--- src/pkg/return_exec_regs.vh ---
// constants for the return-instruction execution block
// assumes inclusion by bare name from design files
`ifndef RETURN_EXEC_REGS_VH
`define RETURN_EXEC_REGS_VH

// ==========================================
// opcode patterns
`define RFI_OPCODE_MASK   16'hfffe
`define RFI_OPCODE_VALUE  16'h0010
`define RWL_OPCODE_MASK   16'hff00
`define RWL_OPCODE_VALUE  16'h0c00
`define RFI_SHADOW_BIT    0

// ==========================================
// q-phase numbering and reset values
`define Q_PHASE_Q1        2'h0
`define Q_PHASE_Q4        2'h3
`define PC_WIDTH          21
`define ACC_RESET         8'h00
`define FLAGS_RESET       8'h00
`define BANK_RESET        8'h00

`endif

--- src/hdl/return_decode.v ---
// opcode classifier for the two return instructions
// assumes the instruction word is stable through the whole instruction cycle
`include "return_exec_regs.vh"
`default_nettype none

module return_decode
(
    // instruction word
    input  wire [15:0] instr,
    // classification
    output wire        is_return_from_irq,
    output wire        is_return_with_literal,
    output wire        shadow_select,
    output wire [7:0]  literal
);

    // ==========================================
    // pattern match
    assign is_return_from_irq     = (instr & `RFI_OPCODE_MASK) == `RFI_OPCODE_VALUE;
    assign is_return_with_literal = (instr & `RWL_OPCODE_MASK) == `RWL_OPCODE_VALUE;
    assign shadow_select          = instr[`RFI_SHADOW_BIT];
    assign literal                = instr[7:0];

endmodule // return_decode

`default_nettype wire

--- src/hdl/return_instr_exec.v ---
// execution of return-from-interrupt and return-with-literal
// assumes q_phase advances once per clock, instr valid from q1 of each cycle
//
// Behaviour
// - return_from_irq pops stack and loads stack_top into program_counter
// - return_from_irq sets the high global interrupt enable bit or the low peripheral interrupt enable bit
// - with s=1, shadow acc, flags, bank copied into live registers
// - with s=0, accumulator, flags and bank select untouched
// - return_from_irq never writes the program counter latch registers
// - return_with_literal loads literal to acc, pops stack, keeps latches
`include "return_exec_regs.vh"
`default_nettype none

module return_instr_exec
(
    // clock and reset
    input  wire                   clock,
    input  wire                   arst_n,
    // instruction cycle timing
    input  wire [1:0]             q_phase,
    input  wire [15:0]            instr,
    input  wire                   instr_valid,
    // stack interface
    input  wire [`PC_WIDTH-1:0]   stack_top,
    output wire                   stack_pop,
    // interrupt controller
    input  wire                   irq_high_active,
    output wire                   set_global_irq_enable_high,
    output wire                   set_periph_irq_enable_low,
    // shadow copies
    input  wire [7:0]             acc_shadow,
    input  wire [7:0]             flags_shadow,
    input  wire [7:0]             bank_shadow,
    // live registers
    output reg  [`PC_WIDTH-1:0]   program_counter,
    output reg  [7:0]             accumulator,
    output reg  [7:0]             flags,
    output reg  [7:0]             bank_select_reg,
    output wire                   pc_latch_write,
    // flush of the second cycle
    output reg                    second_cycle_nop
);

    wire is_rfi;
    wire is_rwl;
    wire shadow_sel;
    wire [7:0] lit;

    // ==========================================
    // decode
    return_decode return_decode_inst
    (
        .instr                  (instr),
        .is_return_from_irq     (is_rfi),
        .is_return_with_literal (is_rwl),
        .shadow_select          (shadow_sel),
        .literal                (lit)
    );

    // execute only in a real first cycle; second cycle ignores its fetch
    wire exec_q4 = instr_valid & ~second_cycle_nop & (q_phase == `Q_PHASE_Q4);
    wire rfi_q4  = exec_q4 & is_rfi;
    wire rwl_q4  = exec_q4 & is_rwl;

    // ==========================================
    // handshake strobes, one clock wide in q4
    assign stack_pop                  = rfi_q4 | rwl_q4;
    assign set_global_irq_enable_high = rfi_q4 & irq_high_active;
    assign set_periph_irq_enable_low  = rfi_q4 & ~irq_high_active;
    // latches are the other path; neither return writes them
    assign pc_latch_write             = 1'b0;

    // ==========================================
    // program counter load from stack top
    always @(posedge clock or negedge arst_n)
    begin
        if (!arst_n)
            program_counter <= {`PC_WIDTH{1'b0}};
        else if (rfi_q4 | rwl_q4)
            program_counter <= stack_top;
    end

    // ==========================================
    // accumulator, flags and bank select update
    always @(posedge clock or negedge arst_n)
    begin
        if (!arst_n)
        begin
            accumulator     <= `ACC_RESET;
            flags           <= `FLAGS_RESET;
            bank_select_reg <= `BANK_RESET;
        end
        else if (rwl_q4)
        begin
            accumulator <= lit;
        end
        else if (rfi_q4 & shadow_sel)
        begin
            accumulator     <= acc_shadow;
            flags           <= flags_shadow;
            bank_select_reg <= bank_shadow;
        end
        // s=0 falls through: nothing written
    end

    // ==========================================
    // second cycle marker: set at q4, held for one full cycle
    always @(posedge clock or negedge arst_n)
    begin
        if (!arst_n)
            second_cycle_nop <= 1'b0;
        else if (rfi_q4 | rwl_q4)
            second_cycle_nop <= 1'b1;
        else if (q_phase == `Q_PHASE_Q4)
            second_cycle_nop <= 1'b0;
    end

endmodule // return_instr_exec

`default_nettype wire

--- config.mk ---
export PLATFORM = sky130hd
export DESIGN_NAME = return_instr_exec
export DESIGN_NICKNAME = d
export VERILOG_FILES = /design/src/hdl/return_decode.v /design/src/hdl/return_instr_exec.v
export VERILOG_INCLUDE_DIRS = /design/src /design/src/pkg
export SDC_FILE = /design/constraint.sdc
export NUM_CORES = 1
export LEC_CHECK = 0
export BUFFER_PORTS_ARGS = -buffer_cell sky130_fd_sc_hd__buf_2
export CORE_ASPECT_RATIO = 1.2
export CORE_MARGIN = 10
export CORE_UTILIZATION = 28
export CTS_BUF_LIST = sky130_fd_sc_hd__clkbuf_2 sky130_fd_sc_hd__clkbuf_4 sky130_fd_sc_hd__clkbuf_8
export DETAILED_ROUTE_END_ITERATION = 7
export PLACE_DENSITY_LB_ADDON = 0.08
export SYNTH_ARGS = -nofsm -noshare
export SYNTH_HDL_FRONTEND = slang
export SYNTH_SLANG_ARGS = --single-unit
--- constraint.sdc ---
create_clock -name clock -period 2.61 [get_ports clock]
set_input_delay 0.261 -clock clock [delete_from_list [all_inputs] [get_ports clock]]
set_output_delay 0.261 -clock clock [all_outputs]
set_load 0.05 [all_outputs]
* After elaboration in Yosys (flattened, before gate mapping)
Index checks and enable logic that the tools add are counted.
** Storage, ports and cells
- Output and inout bits :: 50
- Logic and storage cells :: 26
- Register bits after elaboration :: 46
** Operators by class
- Bitwise logic cells :: 11
- Reduce and logical (&&, ||, !) cells :: 3
- Equal/unequal tests :: 3
- Mux-type cells :: 4
** Operators by type and width (number)
- 8-bit 2-to-1 mux :: 2
- 15-bit by 4-bit == test with 1-bit output (second input constant) :: 1
- 8-bit by 4-bit == test with 1-bit output (second input constant) :: 1
- 1-bit AND :: 7
- 2-bit nonzero test :: 2
- 1-bit NOT :: 3
- 2-bit == test (second input constant) :: 1
- 1-bit 2-to-1 mux :: 2
- 2-bit AND reduction :: 1
- 1-bit OR :: 1

* Depth between registers and ports, before layout
- Depth in word-level cells :: 7
- Depth in mapped cells :: 6
- Mapped depth without buffers :: 4

* Cells and area by module
A second synthesis with hierarchy kept.
** Unflattened totals
- Cell total of the unflattened synthesis :: 162
- Area total of the unflattened synthesis :: 2165.8 um^2
** Modules (own cells, without submodules)
- return_instr_exec :: cells each 146, instances 1, area each 2044.5 um^2, seq. area each 1151.1 um^2
- return_decode :: cells each 16, instances 1, area each 121.4 um^2, seq. area each 0.0 um^2

* Worst setup path after synthesis
Ideal clock, no wire load.
- Path type :: register to output
- Start point :: register second_cycle_nop
- End point :: output port set_global_irq_enable_high
- Cell stages (with the launch flop) :: 6
- Slack :: 0.272 ns
- Arrival time :: 2.077 ns
- Required time :: 2.349 ns
- Path through :: dfrtp_1 > and4b_1 > and3_1 > clkbuf_1 > nand3_1 > nor2_1
** Between the ends
- Longest elaborated chain between the ends :: 5
** Ends and longest elaborated chain
- start: declaration :: RTL line return_instr_exec.v:41 : output reg second_cycle_nop
- start signal: assignment :: RTL line return_instr_exec.v:111 : second_cycle_nop <= 1'b0;
- start signal: assignment :: RTL line return_instr_exec.v:113 : second_cycle_nop <= 1'b1;
- start signal: assignment :: RTL line return_instr_exec.v:115 : second_cycle_nop <= 1'b0;
- 1-bit NOT :: RTL line return_instr_exec.v:61 : wire exec_q4 = instr_valid & ~second_cycle_nop & (q_phase == `Q_PHASE_Q4);
- 1-bit AND (2 in series) :: RTL line return_instr_exec.v:61
- 1-bit AND :: RTL line return_instr_exec.v:62 : wire rfi_q4 = exec_q4 & is_rfi;
- 1-bit AND :: RTL line return_instr_exec.v:68 : assign set_global_irq_enable_high = rfi_q4 & irq_high_active;
- end: declaration :: RTL line return_instr_exec.v:28 : output wire set_global_irq_enable_high,
No other way between the ends.

* Worst setup path after layout
Ends and elaborated chain as after synthesis.

==> reports/results.tsv <==
metric	value	unit
Placed Area	2735	um2
post-cts sizing count	0	
DR WL/cell	15.99	um
Die Height	114.4	um
RSZ-0062 raised after global routing	false	
synth unique cells	30	
Simple-Gate Fraction of Synth Area	13.90	%
max-cap viol count	0	
gr usage total	10.34	%
H-Tree Depth	2	
mux contribution to synthesized area	20.52	%
first-pass GRT wire length	9.597	mm
initial core utilization	28.75	%
# clock sinks	46	
drt via density	4.594	
Worst Hold Class	input pin to register	
number of synthesized register bits	46	
most frequent cells in the layout	buf_2, dfrtp_1, mux2_1	
vias in the first global route	1889	
TritonCTS clock tree	done	
hpwl dp	4.943	mm
final slew viol count	0	
status	finished, final reports clean	
worst hold slack	0.1794	ns
clock latency on the worst-skew pair	0.29	ns
gp weighted congestion	0.7428	
CP Max Fanout	8	
Slowest-stage cell, CP	dfrtp_1	
f_max	0.4501	GHz
peak supply drop	0.0002202	V
Sw Ratio	24.50	%
CTS Hold Bufs	1	
Avg Inst Size Synth	12.76	um2
final hold violation count	0	
worst-case clock buffer depth	2	
Die W	98.67	um
Warnings, synthesis	0	
Slew HR	64.10	%
Leak Pwr	1.660	nW
CP Class	register to output port	
Std-Cell Rows	34	
Antenna Nets Post-Route	0	
register area share after synthesis	55.35	%
area share of fa/ha/maj cells after synthesis	0	%
Post-Syn Area	2079	um2
Fin Setup TNS	0	ns
Gate Count Post-Synth	163	
full die area	11290	um2
grt total ovfl	0	
most common cell after layout, fill and taps aside	buf_2	
clk slew on worst S/H paths	0.09	ns
final worst setup slack	0.3883	ns
buffers added on ports	115	
Internal	0.9873	mW
Design Area, Final	2840	um2
Top reg by flops	program_counter	
Initial DRC Count	10	
final WL	5.949	mm
Final setup violation count	0	
Setup Skew	0.003868	ns
largest family of logic cells by synthesized area	multiplexers	
Startpoint Class	register	
part of the cycle the worst path needs	85.12	%
Switch Pwr	0.3204	mW
total number of vias	1709	
TritonCTS Buffers	5	
clock network power share	34.2	%
combinational share of power	10.5	%
layout cells sized above 1	47.52	%
Post-Syn Nets	230	
part of the power in registers	55.3	%
root buffer cell	clkbuf_8	
Req. time, crit path	2.35	ns
Ports	117	
Detailed Routing Iterations Pass 1	4	
CP Data Arrival Time	1.96	ns
Layout area overhead	36.58	%
Core Area	7232	um2
antenna violations before repair	0	
post-place setup slack	0.6470	ns
CP Capture Type	output port	
XOR/XNOR Fraction of Synth Area	0	%
Worst Tran Pin Value	0.5385	ns
post-synthesis compound-gate area fraction	6.859	%
max FFs per register	21	
crit-path max cell delay	0.43	ns
Post-CTS Setup Bufs	0	
Ant. Diodes	0	
Tmin final	2.222	ns
CP cell instances	and4b_1, and3_1, nand3_1, nor2_1, buf_2	
pwr dens	460.4	nW/um2
# DRC	0	
final net count	348	
largest net degree at the start of global routing	25	
==> worst paths after layout <==
check / to / cells after the start / slack [ns] / startpoint
setup / recovery: set_global_irq_enable_high / 5 / 0.39 / second_cycle_nop
hold / removal: bank_select_reg[7] / 2 / 0.18 / bank_shadow[7]
setup reg to reg: bank_select_reg[0] / 4 / 0.79 / second_cycle_nop
hold reg to reg: program_counter[19] / 1 / 0.48 / program_counter[19]
max in group asynchronous: bank_select_reg[3] / 3 / 1.43 / arst_n
min in group asynchronous: program_counter[12] / 2 / 0.47 / arst_n
==> power groups by stage <==
stage | sequential [mW] | combinational (mW) | clock, mW
3_3_place_gp | 0.737 | 0.140 | 0
5_1_grt | 0.724 | 0.154 | 0.501
3_5_place_dp | 0.737 | 0.141 | 0
4_1_cts | 0.723 | 0.142 | 0.471
2_1_floorplan | 0.766 | 0.0274 | 0
6_report | 0.723 | 0.138 | 0.447
==> worst max-delay path, delay by kind of cell, from the launching register on <==
kind	cells	cell delay (ns)
DFF	1	0.43
buffers and inverters	1	0.28
and+or+nand+nor	4	0.97
==> per-layer routing <==
| metal | track usage, % | share of wire (%) | vias to the layer above |
|---|---|---|---|
| li1 | - | - | 828 |
| met1 | 12.02 | 42 | 806 |
| met2 | 16.59 | 47 | 70 |
| met3 | 5.012 | 9.6 | 5 |
| met4 | 2.871 | 0.99 | 0 |
| met5 | 0 | 0 | - |
==> Yosys cell counts, drive strengths merged <==
| cell type | number | share of area [%] |
|---|---|---|
| and4b | 3 | 1.4 |
| and2 | 2 | 0.60 |
| inv | 1 | 0.18 |
| o211ai | 2 | 0.72 |
| nor4bb | 1 | 0.48 |
| nand4 | 2 | 1.3 |
| buf | 6 | 2.5 |
| a31oi | 8 | 2.4 |
| nor2 | 13 | 3.1 |
| nor3 | 4 | 1.2 |
| nor4 | 1 | 0.30 |
| nand3 | 4 | 0.96 |
| nand2 | 2 | 0.36 |
| mux2i | 1 | 0.48 |
| and3 | 9 | 2.7 |
| nor2b | 1 | 0.30 |
| dfrtp | 46 | 55 |
| o21ai | 7 | 1.7 |
| a21o | 1 | 0.36 |
| a21oi | 7 | 1.7 |
| conb | 1 | 0.18 |
| nor4b | 1 | 1.1 |
| clkbuf | 3 | 0.54 |
| mux2 | 37 | 20 |
==> layout make-up <==
type	count	area, um2
clock buffers	6	82.58
fillers	767	4392
clock inverters	2	12.51
repair buffers	120	615.6
inverters	1	3.754
flip-flops and latches	46	1151
multi-input cells	107	862.1
well taps	90	112.6
==> kinds of logic after synthesis <==
kind of cell,after synthesis
other,1
buffers and inverters,10
AOI/OAI and AO/OA,25
DFF,46
and+or+nand+nor,43
muxes,38
==> through the flow <==
stage	total power [mW]	instances	util (%)
5_1_grt	1.379	372	39.27
3_5_place_dp	0.8782	363	37.82
6_report	1.308	372	39.27
4_1_cts	1.336	372	39.27
2_1_floorplan	0.7931	163	-
3_3_place_gp	0.8774	363	37.82
Power figures use the tool's default switching activity.
